--- src/verilog/gpodc_pkg.sv ---
// package: register map, field layout and pin bundles of the codec/flash output data block
package gpodc_pkg;

   // ***************************************************************
   // bus geometry
   // ***************************************************************
   localparam int unsigned ADDR_W = 12;
   localparam int unsigned DATA_W = 32;
   localparam int unsigned PIN_W  = 5;

   // ***************************************************************
   // register offsets (byte addresses)
   // ***************************************************************
   localparam logic [ADDR_W-1:0] CODEC_DATA_OFS  = 12'h0a4;
   localparam logic [ADDR_W-1:0] FLASH_DATA_OFS  = 12'h0a8;
   localparam logic [ADDR_W-1:0] CODEC_LEVEL_OFS = 12'h0f4;
   localparam logic [ADDR_W-1:0] FLASH_LEVEL_OFS = 12'h0f8;

   // ***************************************************************
   // implemented bits and reset values
   // ***************************************************************
   localparam logic [DATA_W-1:0] CODEC_IMPL_MASK = 32'h0000_001f;
   localparam logic [DATA_W-1:0] FLASH_IMPL_MASK = 32'h0000_001f;
   localparam logic [DATA_W-1:0] DATA_RST_VAL    = 32'h0000_0000;
   localparam logic [DATA_W-1:0] READ_ZERO       = 32'h0000_0000;

   // level readback layout: output enables above, levels below
   localparam int unsigned LEVEL_LSB = 0;
   localparam int unsigned OE_N_LSB  = 8;

   // ***************************************************************
   // bundles
   // ***************************************************************
   // bus request from the master
   typedef struct packed {
      logic [ADDR_W-1:0] addr;
      logic [DATA_W-1:0] wdata;
      logic              wr;
      logic              rd;
   } gpodc_bus_req_s;

   // codec link pins, bit 4 down to bit 0
   typedef struct packed {
      logic rst;
      logic bclk;
      logic sdo;
      logic sync;
      logic sdi;
   } gpodc_codec_s;

   // serial flash pins, bit 4 down to bit 0
   typedef struct packed {
      logic       sdi;
      logic       sclk;
      logic [1:0] cs;
      logic       sdo;
   } gpodc_flash_s;

endpackage : gpodc_pkg

--- src/verilog/gpodc_out_reg.sv ---
// module: one output data register with per-bit implemented mask
`timescale 1ns/10ps
module gpodc_out_reg #(
   parameter int unsigned                  W         = gpodc_pkg::DATA_W,
   parameter logic [gpodc_pkg::DATA_W-1:0] IMPL_MASK = gpodc_pkg::CODEC_IMPL_MASK,
   parameter logic [gpodc_pkg::DATA_W-1:0] RST_VAL   = gpodc_pkg::DATA_RST_VAL
) (
   input  wire logic         i_ref_clk,
   input  wire logic         i_srst,
   input  wire logic         i_wr_en,
   input  wire logic [W-1:0] i_wdata,
   output logic      [W-1:0] o_q
);

   // ***************************************************************
   // per-bit storage
   // ***************************************************************
   genvar gi;
   generate
      for (gi = 0; gi < W; gi++)
      begin : g_bit
         if (IMPL_MASK[gi])
         begin : g_impl
            logic q_ff;
            logic nxt_q;

            always_comb
            begin
               nxt_q = q_ff;
               if (i_wr_en)
               begin
                  nxt_q = i_wdata[gi];
               end
            end

            always_ff @(posedge i_ref_clk)
            begin
               if (i_srst)
               begin
                  q_ff <= RST_VAL[gi];
               end
               else
               begin
                  q_ff <= nxt_q;
               end
            end

            assign o_q[gi] = q_ff;
         end
         else
         begin : g_rsvd
            // reserved bit: no storage, writes dropped, reads zero
            assign o_q[gi] = 1'b0;
         end
      end
   endgenerate

endmodule : gpodc_out_reg

--- src/verilog/gpodc_top.sv ---
// module: codec link and serial flash general purpose output data registers and pin muxing
//
// Implementation choice: the address-and-strobe port.
`timescale 1ns/10ps
module gpodc_top (
   input  wire logic                           i_ref_clk,
   input  wire logic                           i_srst,
   // register port
   input  wire gpodc_pkg::gpodc_bus_req_s      i_bus,
   output logic [gpodc_pkg::DATA_W-1:0]        o_rdata,
   // per-pin general purpose output enables
   input  wire gpodc_pkg::gpodc_codec_s        i_codec_gpo_en,
   input  wire gpodc_pkg::gpodc_flash_s        i_flash_gpo_en,
   // functional controller drive when a pin is not in general purpose use
   input  wire gpodc_pkg::gpodc_codec_s        i_codec_func_lvl,
   input  wire gpodc_pkg::gpodc_codec_s        i_codec_func_oe_n,
   input  wire gpodc_pkg::gpodc_flash_s        i_flash_func_lvl,
   input  wire gpodc_pkg::gpodc_flash_s        i_flash_func_oe_n,
   // pin drive
   output gpodc_pkg::gpodc_codec_s             o_codec_lvl,
   output gpodc_pkg::gpodc_codec_s             o_codec_oe_n,
   output gpodc_pkg::gpodc_flash_s             o_flash_lvl,
   output gpodc_pkg::gpodc_flash_s             o_flash_oe_n
);

   // ***************************************************************
   // declarations
   // ***************************************************************
   logic                          codec_wr;
   logic                          flash_wr;
   logic [gpodc_pkg::DATA_W-1:0]  codec_data;
   logic [gpodc_pkg::DATA_W-1:0]  flash_data;
   gpodc_pkg::gpodc_codec_s       codec_bits;
   gpodc_pkg::gpodc_flash_s       flash_bits;

   gpodc_pkg::gpodc_codec_s       codec_lvl_ff;
   gpodc_pkg::gpodc_codec_s       nxt_codec_lvl;
   gpodc_pkg::gpodc_codec_s       codec_oe_n_ff;
   gpodc_pkg::gpodc_codec_s       nxt_codec_oe_n;
   gpodc_pkg::gpodc_flash_s       flash_lvl_ff;
   gpodc_pkg::gpodc_flash_s       nxt_flash_lvl;
   gpodc_pkg::gpodc_flash_s       flash_oe_n_ff;
   gpodc_pkg::gpodc_flash_s       nxt_flash_oe_n;

   logic [gpodc_pkg::DATA_W-1:0]  rdata_ff;
   logic [gpodc_pkg::DATA_W-1:0]  nxt_rdata;

   // ***************************************************************
   // write decode
   // ***************************************************************
   // only an exact offset match writes; other addresses are ignored
   always_comb
   begin
      codec_wr = i_bus.wr && (i_bus.addr == gpodc_pkg::CODEC_DATA_OFS);
      flash_wr = i_bus.wr && (i_bus.addr == gpodc_pkg::FLASH_DATA_OFS);
   end

   // ***************************************************************
   // output data registers
   // ***************************************************************
   // writes land whatever the pin configuration, so software may
   // preload a level before switching a pin to general purpose use
   gpodc_out_reg #(
      .W         (gpodc_pkg::DATA_W),
      .IMPL_MASK (gpodc_pkg::CODEC_IMPL_MASK),
      .RST_VAL   (gpodc_pkg::DATA_RST_VAL)
   ) u_codec_reg (
      .i_ref_clk (i_ref_clk),
      .i_srst    (i_srst),
      .i_wr_en   (codec_wr),
      .i_wdata   (i_bus.wdata),
      .o_q       (codec_data)
   );

   gpodc_out_reg #(
      .W         (gpodc_pkg::DATA_W),
      .IMPL_MASK (gpodc_pkg::FLASH_IMPL_MASK),
      .RST_VAL   (gpodc_pkg::DATA_RST_VAL)
   ) u_flash_reg (
      .i_ref_clk (i_ref_clk),
      .i_srst    (i_srst),
      .i_wr_en   (flash_wr),
      .i_wdata   (i_bus.wdata),
      .o_q       (flash_data)
   );

   // field view: packed struct order puts rst/sdi at bit 4, sdi/sdo at bit 0
   always_comb
   begin
      codec_bits = gpodc_pkg::gpodc_codec_s'(codec_data[gpodc_pkg::PIN_W-1:0]);
      flash_bits = gpodc_pkg::gpodc_flash_s'(flash_data[gpodc_pkg::PIN_W-1:0]);
   end

   // ***************************************************************
   // pin muxing
   // ***************************************************************
   // a pin in general purpose output use is driven from its data bit;
   // otherwise the functional controller owns level and enable
   genvar gp;
   generate
      for (gp = 0; gp < gpodc_pkg::PIN_W; gp++)
      begin : g_pin
         always_comb
         begin
            if (i_codec_gpo_en[gp])
            begin
               nxt_codec_lvl[gp]  = codec_bits[gp];
               nxt_codec_oe_n[gp] = 1'b0;
            end
            else
            begin
               nxt_codec_lvl[gp]  = i_codec_func_lvl[gp];
               nxt_codec_oe_n[gp] = i_codec_func_oe_n[gp];
            end
         end

         always_comb
         begin
            if (i_flash_gpo_en[gp])
            begin
               nxt_flash_lvl[gp]  = flash_bits[gp];
               nxt_flash_oe_n[gp] = 1'b0;
            end
            else
            begin
               nxt_flash_lvl[gp]  = i_flash_func_lvl[gp];
               nxt_flash_oe_n[gp] = i_flash_func_oe_n[gp];
            end
         end
      end
   endgenerate

   // pin drive registered so every pin sees a glitch-free level
   always_ff @(posedge i_ref_clk)
   begin
      if (i_srst)
      begin
         codec_lvl_ff  <= '0;
         codec_oe_n_ff <= '1;
         flash_lvl_ff  <= '0;
         flash_oe_n_ff <= '1;
      end
      else
      begin
         codec_lvl_ff  <= nxt_codec_lvl;
         codec_oe_n_ff <= nxt_codec_oe_n;
         flash_lvl_ff  <= nxt_flash_lvl;
         flash_oe_n_ff <= nxt_flash_oe_n;
      end
   end

   // ***************************************************************
   // read path
   // ***************************************************************
   // data registers return stored bits with reserved bits zero; level
   // registers show what the pins are currently driven with
   always_comb
   begin
      nxt_rdata = gpodc_pkg::READ_ZERO;
      if (i_bus.rd)
      begin
         case (i_bus.addr)
            gpodc_pkg::CODEC_DATA_OFS:
            begin
               nxt_rdata = codec_data & gpodc_pkg::CODEC_IMPL_MASK;
            end
            gpodc_pkg::FLASH_DATA_OFS:
            begin
               nxt_rdata = flash_data & gpodc_pkg::FLASH_IMPL_MASK;
            end
            gpodc_pkg::CODEC_LEVEL_OFS:
            begin
               nxt_rdata[gpodc_pkg::LEVEL_LSB +: gpodc_pkg::PIN_W] = codec_lvl_ff;
               nxt_rdata[gpodc_pkg::OE_N_LSB  +: gpodc_pkg::PIN_W] = codec_oe_n_ff;
            end
            gpodc_pkg::FLASH_LEVEL_OFS:
            begin
               nxt_rdata[gpodc_pkg::LEVEL_LSB +: gpodc_pkg::PIN_W] = flash_lvl_ff;
               nxt_rdata[gpodc_pkg::OE_N_LSB  +: gpodc_pkg::PIN_W] = flash_oe_n_ff;
            end
            default:
            begin
               nxt_rdata = gpodc_pkg::READ_ZERO;
            end
         endcase
      end
   end

   always_ff @(posedge i_ref_clk)
   begin
      if (i_srst)
      begin
         rdata_ff <= gpodc_pkg::READ_ZERO;
      end
      else
      begin
         rdata_ff <= nxt_rdata;
      end
   end

   // ***************************************************************
   // outputs
   // ***************************************************************
   assign o_rdata      = rdata_ff;
   assign o_codec_lvl  = codec_lvl_ff;
   assign o_codec_oe_n = codec_oe_n_ff;
   assign o_flash_lvl  = flash_lvl_ff;
   assign o_flash_oe_n = flash_oe_n_ff;

endmodule : gpodc_top
--- config.mk ---
export PLATFORM = sky130hd
export DESIGN_NAME = gpodc_top
export DESIGN_NICKNAME = d
export VERILOG_FILES = /design/src/verilog/gpodc_pkg.sv /design/src/verilog/gpodc_out_reg.sv /design/src/verilog/gpodc_top.sv
export SDC_FILE = /design/constraint.sdc
export NUM_CORES = 1
export LEC_CHECK = 0
export BUFFER_PORTS_ARGS = -buffer_cell sky130_fd_sc_hd__buf_2
export CORE_MARGIN = 3
export CORE_UTILIZATION = 48
export CTS_CLUSTER_DIAMETER = 80
export DETAILED_ROUTE_END_ITERATION = 8
export PLACE_DENSITY = 0.92
export SLEW_MARGIN = 20
export SYNTH_ARGS = -nofsm -noshare
export SYNTH_HDL_FRONTEND = slang
export SYNTH_HIERARCHICAL = 1
export SYNTH_SLANG_ARGS = --single-unit
--- constraint.sdc ---
create_clock -name i_ref_clk -period 3.6 [get_ports i_ref_clk]
set_input_delay 0.9 -clock i_ref_clk [delete_from_list [all_inputs] [get_ports i_ref_clk]]
set_output_delay 0.9 -clock i_ref_clk [all_outputs]
set_load 0.05 [all_outputs]
## Yosys cells after proc, flatten, opt, wreduce, memory -nomap -nowiden

Index checks and enable logic that the tools add are counted.

- Eq/ne operators: 4
- Mux-type cells: 22
- Bitwise gates (word level): 1
- Reduce and logical (&&, ||, !) cells: 3

Operators with widths:

| operator | number |
|---|---|
| $eq A12 B8 Y1 const B | 4 |
| $mux W1 | 20 |
| $pmux W5 S4 | 1 |
| $pmux W5 S2 | 1 |
| $logic_and A1 B1 Y1 | 2 |
| $reduce_or A2 Y1 | 1 |
| $not A1 Y1 | 1 |

- Bits in registers: 62
- Input bits: 78
- Output and inout bits: 52
- Word-level logic and storage cells: 60

## Longest topological paths before layout

Gate-level depths: netlist of run 1.

- Word-level depth: 2
- Depth in mapped cells: 6
- Mapped depth without buffers: 5

## Cells and area by module

Netlist of run 1, hierarchy kept.

Modules (own cells, without submodules):

| module | instances | cells an instance | area an instance (µm²) | sequential area each (µm²) |
|---|---|---|---|---|
| gpodc_top | 1 | 157 | 1,480.2 | 600.6 |
| gpodc_out_reg | 2 | 49 | 424.2 | 100.1 |

## Worst setup path after synthesis of run 1

OpenSTA, ideal clock, no wires.

- Kind: in2reg
- Start: input port i_bus[43] (netlist bit)
- End: register u_codec_reg.g_bit[0].g_impl.q_ff
- Setup time: 114 ps
- Arrival time: 1,957 ps
- Data required time: 3,486 ps
- Setup slack: 1,528 ps
- Stages: 6
- Buffers on the path: 1
- Cell sequence: nor4_4 -> nand4_1 -> nor3b_1 -> buf_6 -> mux2i_1 -> nor2_1

- Longest elaborated chain between the ends: 2

RTL lines:

| item | RTL line | RTL |
|---|---|---|
| start, declared | gpodc_top.sv:9 | `input wire gpodc_pkg::gpodc_bus_req_s i_bus,` |
| $eq A12 B8 Y1 | n/a |  |
| $logic_and A1 B1 Y1 | gpodc_top.sv:54 | `codec_wr = i_bus.wr && (i_bus.addr == gpodc_pkg::CODEC_DATA_OFS);` |
| net codec_wr | gpodc_top.sv:29 | `logic codec_wr;` |
| end signal, assigned | gpodc_out_reg.sv:40 | `q_ff <= RST_VAL[gi];` |
| end signal, assigned | gpodc_out_reg.sv:44 | `q_ff <= nxt_q;` |
| end, declared | gpodc_out_reg.sv:24 | `logic q_ff;` |

The timed path passes the listed nets, and every way through them passes these cells.
A chain may end at the register's enable or synchronous reset.

## Final worst setup path of run 1

- Start: input port i_bus[38] (netlist bit)
- End: register u_flash_reg.g_bit[0].g_impl.q_ff

- Longest elaborated chain between the ends: 2

RTL lines:

| item | RTL line | RTL |
|---|---|---|
| $eq A12 B8 Y1 | n/a |  |
| $logic_and A1 B1 Y1 | gpodc_top.sv:55 | `flash_wr = i_bus.wr && (i_bus.addr == gpodc_pkg::FLASH_DATA_OFS);` |
| net flash_wr | gpodc_top.sv:30 | `logic flash_wr;` |
| end signal, assigned | gpodc_out_reg.sv:40 |  |
| end signal, assigned | gpodc_out_reg.sv:44 |  |
| end, declared | gpodc_out_reg.sv:24 |  |

The timed path passes the listed nets, and every way through them passes these cells.

==> results of run 1 <==
## worst reg2reg max path, delay by kind of cell, from the launching register on
kind / cells / cell delay (ps)
AOI/OAI and AO/OA: 2 / 410
and+or+nand+nor: 1 / 170
DFF: 1 / 360
## routing by layer
metal	up-vias	wire [um]
met5	-	0
li1	760	-
met1	693	1790
met3	10	326
met2	67	2160
met4	0	67
## area by class of cell
| cell class | instances | area [um^2] | area share [%] |
|---|---|---|---|
| well taps | 48 | 60.1 | 2.65 |
| repair buffers | 81 | 408 | 18.0 |
| multi-input cells | 130 | 866 | 38.2 |
| inverters | 10 | 37.5 | 1.65 |
| flip-flops and latches | 40 | 801 | 35.3 |
| clock buffers | 7 | 96.3 | 4.25 |
## worst paths after layout
kind / depth (start not counted) / slack [ps] / endpoint / startpoint
hold / removal: 2 / 510 / o_rdata[12] / o_flash_oe_n[4]
hold reg to reg: 2 / 510 / o_rdata[12] / o_flash_oe_n[4]
setup reg to reg: 3 / 2560 / o_rdata[3] / u_codec_reg/g_bit[3].g_impl.q_ff
setup / recovery: 6 / 1330 / u_flash_reg/g_bit[0].g_impl.q_ff / i_bus[38]
## cells in the final DEF, fill, tap and decap left out
| master | instances |
|---|---|
| buf_2 | 80 |
| dfxtp_1 | 40 |
| nor2_1 | 26 |
| conb_1 | 22 |
| and3b_1 | 20 |
| mux2i_1 | 20 |
| inv_1 | 10 |
| a21o_1 | 10 |
| o21ai_0 | 8 |
| clkbuf_8 | 7 |
| a22oi_1 | 5 |
| a211oi_1 | 5 |
| nand4_1 | 2 |
| and2b_1 | 2 |
| nor2b_1 | 2 |
| o21ai_1 | 2 |
| and4bb_2 | 1 |
| nor4_4 | 1 |
| nor3b_1 | 1 |
| and2_0 | 1 |
| o22ai_2 | 1 |
| nand3_2 | 1 |
| buf_4 | 1 |
## metrics by stage
stage / setup WS (ps) / hold WS (ps) / std cells / area, um^2
floorplan: 1530 / 462 / 220 / 1990
global placement: 1080 / 472 / 309 / 2170
detailed placement: 1030 / 485 / 309 / 2170
CTS: 1340 / 501 / 316 / 2270
global route: 1210 / 545 / 316 / 2270
finish: 1330 / 506 / 316 / 2270
## flip-flops by register name (all words and copies together), names as in the netlist
signal / cells
o_flash_lvl: 5
u_flash_reg/g_bit.g_impl.q_ff: 5
o_flash_oe_n: 5
o_rdata: 10
o_codec_lvl: 5
o_codec_oe_n: 5
u_codec_reg/g_bit.g_impl.q_ff: 5
## power by group
part	leakage [nW]	internal, mW	total [mW]	switching, mW
clock network	0.0503	0.171	0.316	0.146
registers	0.327	0.454	0.460	0.00576
logic	0.834	0.0464	0.182	0.135
total	1.21	0.671	0.958	0.287
==> impl_results.md, run 1 <==
* Layout area overhead at 18.4%
* Num CTS Buffers at 5
* M2 GR Usage at 30.2%
* Clock sinks at 40
* Fmax at 0.441 GHz
* Synthesized area per cell at 9.63 um^2
* Initial DRT Pass Iterations at 4
* Setup Viol. Count Final at 0
* GPL Wtd Cong at 0.815
* CTS resizes at 0
* Pwr/cell area at 422 nW/um^2
* Fill cells at 341
* Via-to-Cell Ratio at 4.84
* Root Buffer: clkbuf_8
* Global Route Usage Sum at 17.9%
* Post-synthesis cell count at 199
* RSZ-0062 raised after global routing: false
* Starting Density at 51.2%
* Yosys warns at 6
* Arrival time at the worst endpoint at 2430 ps
* Slew HR at 58.5%
* Critical path class: input pin to register
* Global-route wire length before repair at 6840 um
* Final hold vios at 0
* Htree depth at 2
* CTS tree: built
* Antenna violation net count after detailed routing at 0
* Slew @ Worst Pin at 621 ps
* Top delay family on crit path: simple AND/OR/NAND/NOR gates
* HP Class: register to register
* Max-cap violation count at 0
* Crit. End Element: register
* Final slew viol count at 0
* PortBufs at 80
* GR peak layer: met2
* WP buf/inv at 1
* Maximum fanout along the worst path at 7
* Critical path's slowest cell: nor2b_1
* Outcome: finished clean
* Cell Rows at 22
* Maximum number of pins on one net before global-route repair at 32
* Worst endpoint required time at 3760 ps
* Die H at 69.2 um
* Die W at 69.2 um
* Max VDD drop at 288 uV
* Post-Route WL at 4350 um
* Reg clk slew, reported paths at 70 ps
* Post-layout net count at 346
* Synthesized area at 1920 um^2
* Drt wl/cell at 13.8 um
* Post-CTS Setup Repair Bufs at 0
* Met3 Resource Use GR at 5.80%
* CTS Hold Buffers Added at 0
* Crit-path cells: buf_2 -> nor2_1 -> nand4_1 -> nor2b_1 -> mux2i_1 -> nor2_1
* Num ports at 130
* Via Count at 1530
* Clock Latency Late Sink at 290 ps
* Setup Skew at 5.92 ps
* Final Cycle Share at 62.9%
* P_leak at 1.21 nW
* # DRC at 0
* M1 GR Usage at 20.9%
* Worst Setup Start Kind: input pin
* DRT iter0 DRCs at 89
* TNS Setup at 0 ps
* Core Area at 3740 um^2
* Clock tree buffer depth at 2
* # diodes at 0
* Hpwl dp at 3420 um
* Vias in the first global route at 1480
* Initial antenna violation count at 0
* Final Power at 0.958 mW
* Utilization after layout at 60.6%
* Grt ovf at 0
* Die ar. at 4780 um^2
* Worst path max stage delay at 530 ps
* CP dominant cell by count: nor2_1
* Min Tclk post-route at 2270 ps
* Layout cell share with drive strength beyond 1 at 34.3%
No activity file was read; power rests on OpenSTA's default activity.
==> run 2: changes to the inputs <==
--- a/config.mk
+++ b/config.mk
@@ -7,10 +7,10 @@
 export LEC_CHECK = 0
 export BUFFER_PORTS_ARGS = -buffer_cell sky130_fd_sc_hd__buf_2
 export CORE_MARGIN = 3
-export CORE_UTILIZATION = 48
+export CORE_UTILIZATION = 40
 export CTS_CLUSTER_DIAMETER = 80
 export DETAILED_ROUTE_END_ITERATION = 8
-export PLACE_DENSITY = 0.92
+export PLACE_DENSITY = 0.82
 export SLEW_MARGIN = 20
 export SYNTH_ARGS = -nofsm -noshare
 export SYNTH_HDL_FRONTEND = slang
==> constraint.sdc (replaced) <==
create_clock -name i_ref_clk -period 1.9 [get_ports i_ref_clk]
set_input_delay 0.475 -clock i_ref_clk [delete_from_list [all_inputs] [get_ports i_ref_clk]]
set_output_delay 0.475 -clock i_ref_clk [all_outputs]
set_load 0.05 [all_outputs]
==> impl_results.md, run 2 (synthesis gave the netlist of run 1 again) <==
* Layout cell share with drive strength beyond 1 at 36.0% (was 34.3%)
* Hpwl dp at 3600 um (was 3420 um)
* CTS Hold Buffers Added at 0 (unchanged)
* Pwr/cell area at 816 nW/um^2 (was 422 nW/um^2)
* Placed Instances at 319 (was 309)
* Fin Hold WS at 375 ps (was 506 ps)
* Post-layout net count at 352 (was 346)
* Via Count at 1523 (was 1530)
* Clock sinks at 40 (unchanged)
* # DRC at 0 (unchanged)
* Most frequent cells in the layout: buf_2, dfxtp_1, nor2_1, conb_1 (unchanged)
* HP Class: input pin to register (was register to register)
* Layout area overhead at 21.8% (was 18.4%)
* CTS resizes at 0 (unchanged)
* Most common cell after layout, fill and taps aside: buf_2 (unchanged)
* Die H at 75.2 um (was 69.2 um)
* Global Route Usage Sum at 16.0% (was 17.9%)
* Hold Path Origin: i_codec_func_oe_n[1] (was o_flash_oe_n[4])
* PortBufs at 80 (unchanged)
* Final non-filler cell total at 327 (was 316)
* Crit. End Element: register (unchanged)
* Global-route wire length before repair at 6610 um (was 6840 um)
* TNS Setup at 0 ps (unchanged)
* Starting Density at 42.8% (was 51.2%)
* Num CTS Buffers at 5 (unchanged)
* Vias in the first global route at 1458 (was 1480)
* Die ar. at 5660 um^2 (was 4780 um^2)
* Critical path's slowest cell: nor4_4 (was nor2b_1)
* Worst path max stage delay at 350 ps (was 530 ps)
* Max reg flops at 10 (unchanged)
* Core Area at 4470 um^2 (was 3740 um^2)
* Worst endpoint required time at 2080 ps (was 3760 ps)
* Num ports at 130 (unchanged)
* Worst Setup Start Kind: input pin (unchanged)
* Min Tclk post-route at 1610 ps
* Final hold vios at 0 (unchanged)
* Antenna violation net count after detailed routing at 0 (unchanged)
* Initial antenna violation count at 1 (was 0)
* Worst r2r src: u_flash_reg/g_bit[2].g_impl.q_ff (was u_codec_reg/g_bit[3].g_impl.q_ff)
* Drt wl/cell at 13.6 um (was 13.8 um)
* Root Buffer: clkbuf_8 (unchanged)
* Crit-path cells: buf_2 -> nor4_4 -> nand4_1 -> nor3b_1 -> buf_4 -> mux2i_1 -> nor2_1 (was buf_2 -> nor2_1 -> nand4_1 -> nor2b_1 -> mux2i_1 -> nor2_1)
* GPL Wtd Cong at 0.761 (was 0.815)
* Initial DRT Pass Iterations at 4 (unchanged)
* Clock Latency Late Sink at 290 ps (about the same)
* Clock tree buffer depth at 2 (unchanged)
* Grt ovf at 0 (unchanged)
* Maximum number of pins on one net before global-route repair at 21 (was 32)
* Fmax at 0.622 GHz
* Htree depth at 2 (unchanged)
* # diodes at 0 (unchanged)
* DRT iter0 DRCs at 39 (was 89)
* Cell Rows at 24 (was 22)
* P_leak at 1.25 nW (was 1.21 nW)
* Outcome: finished clean (unchanged)
* Critical path class: input pin to register (unchanged)
* Max-cap violation count at 0 (unchanged)
* Setup Viol. Count Final at 0 (unchanged)
* Final slew viol count at 0 (unchanged)
* Reg clk slew, reported paths at 80 ps (was 70 ps)
* Worst setup path start: i_bus[43] (was i_bus[38])
* Post-Route WL at 4440 um (was 4350 um)
* Maximum fanout along the worst path at 5 (was 7)
* CTS tree: built (unchanged)
* Via-to-Cell Ratio at 4.66 (was 4.84)
* Setup Skew at 3.61 ps (was 5.92 ps)
* Max VDD drop at 289 uV (was 288 uV)
* RSZ-0062 raised after global routing: false (unchanged)
* Final Power at 1.90 mW (was 0.958 mW)
* Final Cycle Share at 84.7%
* Post-CTS Setup Repair Bufs at 0 (unchanged)
* Die W at 75.2 um (was 69.2 um)
* Arrival time at the worst endpoint at 1790 ps (was 2430 ps)
## run 2: cell types whose count changed in the layout (fill, tap and decap cells not counted), sizes merged
cell / delta
buf: +6
clkbuf: -2
clkinv: +1
clkinvlp: +1
bufinv: +1
## run 2: worst paths after layout
kind / end / slack [ps] / cells after the start
max: u_codec_reg/g_bit[0].g_impl.q_ff / 290 / 7
min: o_codec_oe_n[1] / 380 / 2
max reg2reg: o_rdata[2] / 960 / 3
min reg2reg: o_rdata[12] / 490 / 2
## run 2: layout make-up
class	instances	area, um^2
sequential	40	801
clock buffer	5	68.8
multi-input combinational	130	866
clock inverter	3	42.5
fill	415	2140
timing repair buffer	87	453
inverter	10	37.5
tap	52	65.1
## run 2: metrics by stage
step                      util, %  area, um^2  setup WS (ps)
after floorplan                 -        1990            253
after global placement       49.7        2220           50.3
after detailed placement     49.7        2220           19.8
after CTS                    52.2        2330            287
after global routing         52.2        2330            162
final                        52.2        2330            292
## run 2: power breakdown
part | internal (mW) | switching [mW] | leakage (nW)
registers | 0.861 | 0.0107 | 0.327
clock network | 0.388 | 0.292 | 0.0541
logic | 0.0945 | 0.257 | 0.864
total | 1.34 | 0.560 | 1.25
## run 2: worst max-delay path: cells and delay by family
family	cells	cell delay (ps)
buffers and inverters	2	290
multiplexers	1	210
AND/OR/NAND/NOR	4	800
## run 2: layer usage
| layer | track usage, % | part of all wire [%] | up-vias |
|---|---|---|---|
| met5 | 0 | 0.20 | - |
| met4 | 6.21 | 1.1 | 2 |
| met3 | 9.08 | 13 | 6 |
| met2 | 26.7 | 46 | 68 |
| met1 | 16.8 | 40 | 675 |
| li1 | - | - | 772 |
==> run 3: changes to the inputs <==
--- a/config.mk
+++ b/config.mk
@@ -5,12 +5,13 @@
 export SDC_FILE = /design/constraint.sdc
 export NUM_CORES = 1
 export LEC_CHECK = 0
+export ABC_AREA = 1
 export BUFFER_PORTS_ARGS = -buffer_cell sky130_fd_sc_hd__buf_2
 export CORE_MARGIN = 3
-export CORE_UTILIZATION = 40
+export CORE_UTILIZATION = 41
 export CTS_CLUSTER_DIAMETER = 80
 export DETAILED_ROUTE_END_ITERATION = 8
-export PLACE_DENSITY = 0.82
+export PLACE_DENSITY = 0.83
 export SLEW_MARGIN = 20
 export SYNTH_ARGS = -nofsm -noshare
 export SYNTH_HDL_FRONTEND = slang
==> constraint.sdc (replaced) <==
create_clock -name i_ref_clk -period 1.3 [get_ports i_ref_clk]
set_input_delay 0.325 -clock i_ref_clk [delete_from_list [all_inputs] [get_ports i_ref_clk]]
set_output_delay 0.325 -clock i_ref_clk [all_outputs]
set_load 0.05 [all_outputs]
==> impl_results.md, run 3 <==
* Logic pwr share at 19.4% (was 18.5%)
* HP Class: input pin to register (unchanged)
* Num ports at 130 (unchanged)
* DRT iter0 DRCs at 98 (was 39)
* Root Buffer: clkbuf_8 (unchanged)
* Maximum number of pins on one net before global-route repair at 13 (was 21)
* Setup Viol. Count Final at 0 (unchanged)
* Int Pwr at 1.80 mW (was 1.34 mW)
* Reg clk slew, reported paths at 70 ps (was 80 ps)
* Layout cell share with drive strength beyond 1 at 28.5% (was 36.0%)
* Seq pwr share at 48.9% (was 45.8%)
* Critical path class: register to primary output (was input pin to register)
* Placed Instances at 405 (was 319)
* Final slew viol count at 0 (unchanged)
* Global-route wire length before repair at 6960 um (was 6610 um)
* Die W at 75.4 um (was 75.2 um)
* Setup Skew at 6.63 ps (was 3.61 ps)
* Min Tclk post-route at 1250 ps
* Hpwl dp at 3720 um (was 3600 um)
* CTS resizes at 0 (unchanged)
* Arrival time at the worst endpoint at 920 ps (was 1790 ps)
* Fmax at 0.803 GHz
* Via Count at 1869 (was 1523)
* Antenna violation net count after detailed routing at 0 (unchanged)
* Final hold vios at 0 (unchanged)
* Met1 WL at 1760 um (was 1770 um)
* Max-cap violation count at 0 (unchanged)
* Max layer used: met4 (was met5)
* Fill cells at 429 (was 415)
* R2r setup slk at 560 ps (was 960 ps)
* Area of the multi-input gates at 806 um^2 (was 866 um^2)
* Core Area at 4500 um^2 (was 4470 um^2)
* Clock power frac at 31.7% (was 35.8%)
* Die H at 75.4 um (was 75.2 um)
* Max reg flops at 10 (unchanged)
* Pre-CTS WS at -132 ps (was 19.8 ps)
* Levels on crit path at 1 (was 7)
* Worst Setup Start Kind: register (was input pin)
* Initial antenna violation count at 0 (was 1)
* Worst Hold End: o_flash_lvl[3] (was o_codec_oe_n[1])
* Grt ovf at 0 (unchanged)
* Final non-filler cell total at 413 (was 327)
* Critical path's slowest cell: dfxtp_1 (was nor4_4)
* RSZ-0062 raised after global routing: false (unchanged)
* Layout area overhead at 21.1% (was 21.8%)
* Crit-path cells: buf_2 (was buf_2 -> nor4_4 -> nand4_1 -> nor3b_1 -> buf_4 -> mux2i_1 -> nor2_1)
* Hold depth at 2 (unchanged)
* Cell Rows at 24 (unchanged)
* Post-Route WL at 4460 um (was 4440 um)
* Clock sinks at 40 (unchanged)
* Post-CTS Setup Repair Bufs at 0 (unchanged)
* Final Cycle Share at 95.8%
* CTS tree: built (unchanged)
* # DRC at 0 (unchanged)
* CTS Hold Buffers Added at 0 (unchanged)
* # diodes at 0 (unchanged)
* Post-synthesis cell count at 282 (was 199)
* Net Sw Power at 0.814 mW (was 0.560 mW)
* Yosys warns at 6 (unchanged)
* Synthesized area at 1970 um^2 (was 1920 um^2)
* Clock Latency Late Sink at 290 ps (about the same)
* Clock tree buffer depth at 2 (unchanged)
* Vias in the first global route at 1652 (was 1458)
* Max VDD drop at 390 uV (was 289 uV)
* Global Route Usage Sum at 15.9% (was 16.0%)
* Htree depth at 2 (unchanged)
* Via-to-Cell Ratio at 4.53 (was 4.66)
* Switching share of power at 31.1% (was 29.4%)
* Num CTS Buffers at 5 (unchanged)
* WP buf/inv at 1 (was 2)
* Worst path max stage delay at 350 ps (about the same)
* Most frequent cells in the layout: buf_2, nand2_1, inv_1, nor2_1, dfxtp_1 (was buf_2, dfxtp_1, nor2_1, conb_1)
* Maximum fanout along the worst path at 2 (was 5)
* Die ar. at 5680 um^2 (was 5660 um^2)
* Pwr/cell area at 1100 nW/um^2 (was 816 nW/um^2)
* FF/Latch Area at 801 um^2 (unchanged)
* Utilization after layout at 53.1% (was 52.2%)
* Drt wl/cell at 10.8 um (was 13.6 um)
* Top delay family on crit path: flip-flops (was simple AND/OR/NAND/NOR gates)
* Synthesized area per cell at 7.00 um^2 (was 9.63 um^2)
* PortBufs at 80 (unchanged)
* P_leak at 1.29 nW (was 1.25 nW)
* Reg-to-reg endpoint: o_rdata[2] (unchanged)
* Initial DRT Pass Iterations at 4 (unchanged)
* Crit. End Element: primary output (was register)
* R2r worst-path depth at 4 (was 3)
* Routed wire length on met3 at 384 um (was 561 um)
* Worst r2r src: u_flash_reg/g_bit[2].g_impl.q_ff (unchanged)
* DR WL met2 at 2260 um (was 2050 um)
* Starting Density at 43.8% (was 42.8%)
* Hold Path Origin: i_flash_gpo_en[3] (was i_codec_func_oe_n[1])
* Worst endpoint required time at 980 ps (was 2080 ps)
* Fin worst setup slack at 54.9 ps (was 292 ps)
* Outcome: finished clean (unchanged)
* Post-layout net count at 438 (was 352)
* GPL Wtd Cong at 0.815 (was 0.761)
* Most common cell after layout, fill and taps aside: buf_2 (unchanged)
==> run 3: through the flow <==
| stage | total power [mW] | hold WS, ps | cell area (um^2) | setup TNS, ps |
|---|---|---|---|---|
| 2_1_floorplan | 1.71 | 419 | 2050 | 0 |
| 3_3_place_gp | 1.81 | 440 | 2300 | -1450 |
| 3_5_place_dp | 1.81 | 443 | 2300 | -1830 |
| 4_1_cts | 2.64 | 217 | 2390 | 0 |
| 5_1_grt | 2.73 | 231 | 2390 | 0 |
| 6_report | 2.62 | 226 | 2390 | 0 |
==> run 3: area by class of cell <==
type	count	area share, %
well taps	52	2.72
multi-input cells	181	33.7
clock inverters	2	0.419
flip-flops and latches	40	33.5
repair buffers	88	19.3
clock buffers	6	3.46
inverters	44	6.91
==> run 3: power by group through the flow <==
| stage | sequential, mW | clock [mW] | combinational (mW) |
|---|---|---|---|
| after floorplan | 1.44 | 0 | 0.277 |
| after global routing | 1.28 | 0.901 | 0.546 |
| after CTS | 1.28 | 0.854 | 0.506 |
| after global placement | 1.31 | 0 | 0.499 |
| final | 1.28 | 0.830 | 0.507 |
| after detailed placement | 1.31 | 0 | 0.505 |
==> run 3: how the worst max path moves through the flow <==
stage,end,slack [ps],start
global route,o_flash_lvl[3],10,o_flash_lvl[3]
floorplan,u_flash_reg/g_bit[0].g_impl.q_ff,90,i_bus[42]
finish,o_flash_lvl[3],50,o_flash_lvl[3]
detailed placement,o_rdata[10],-130,i_bus[41]
CTS,o_flash_lvl[3],40,o_flash_lvl[3]
global placement,u_flash_reg/g_bit[0].g_impl.q_ff,-100,i_bus[36]
==> run 3: metal layers <==
layer	vias up	track usage, %
li1	963	-
met1	826	17.0
met2	74	28.5
met3	6	5.15
met4	0	6.99
met5	-	0
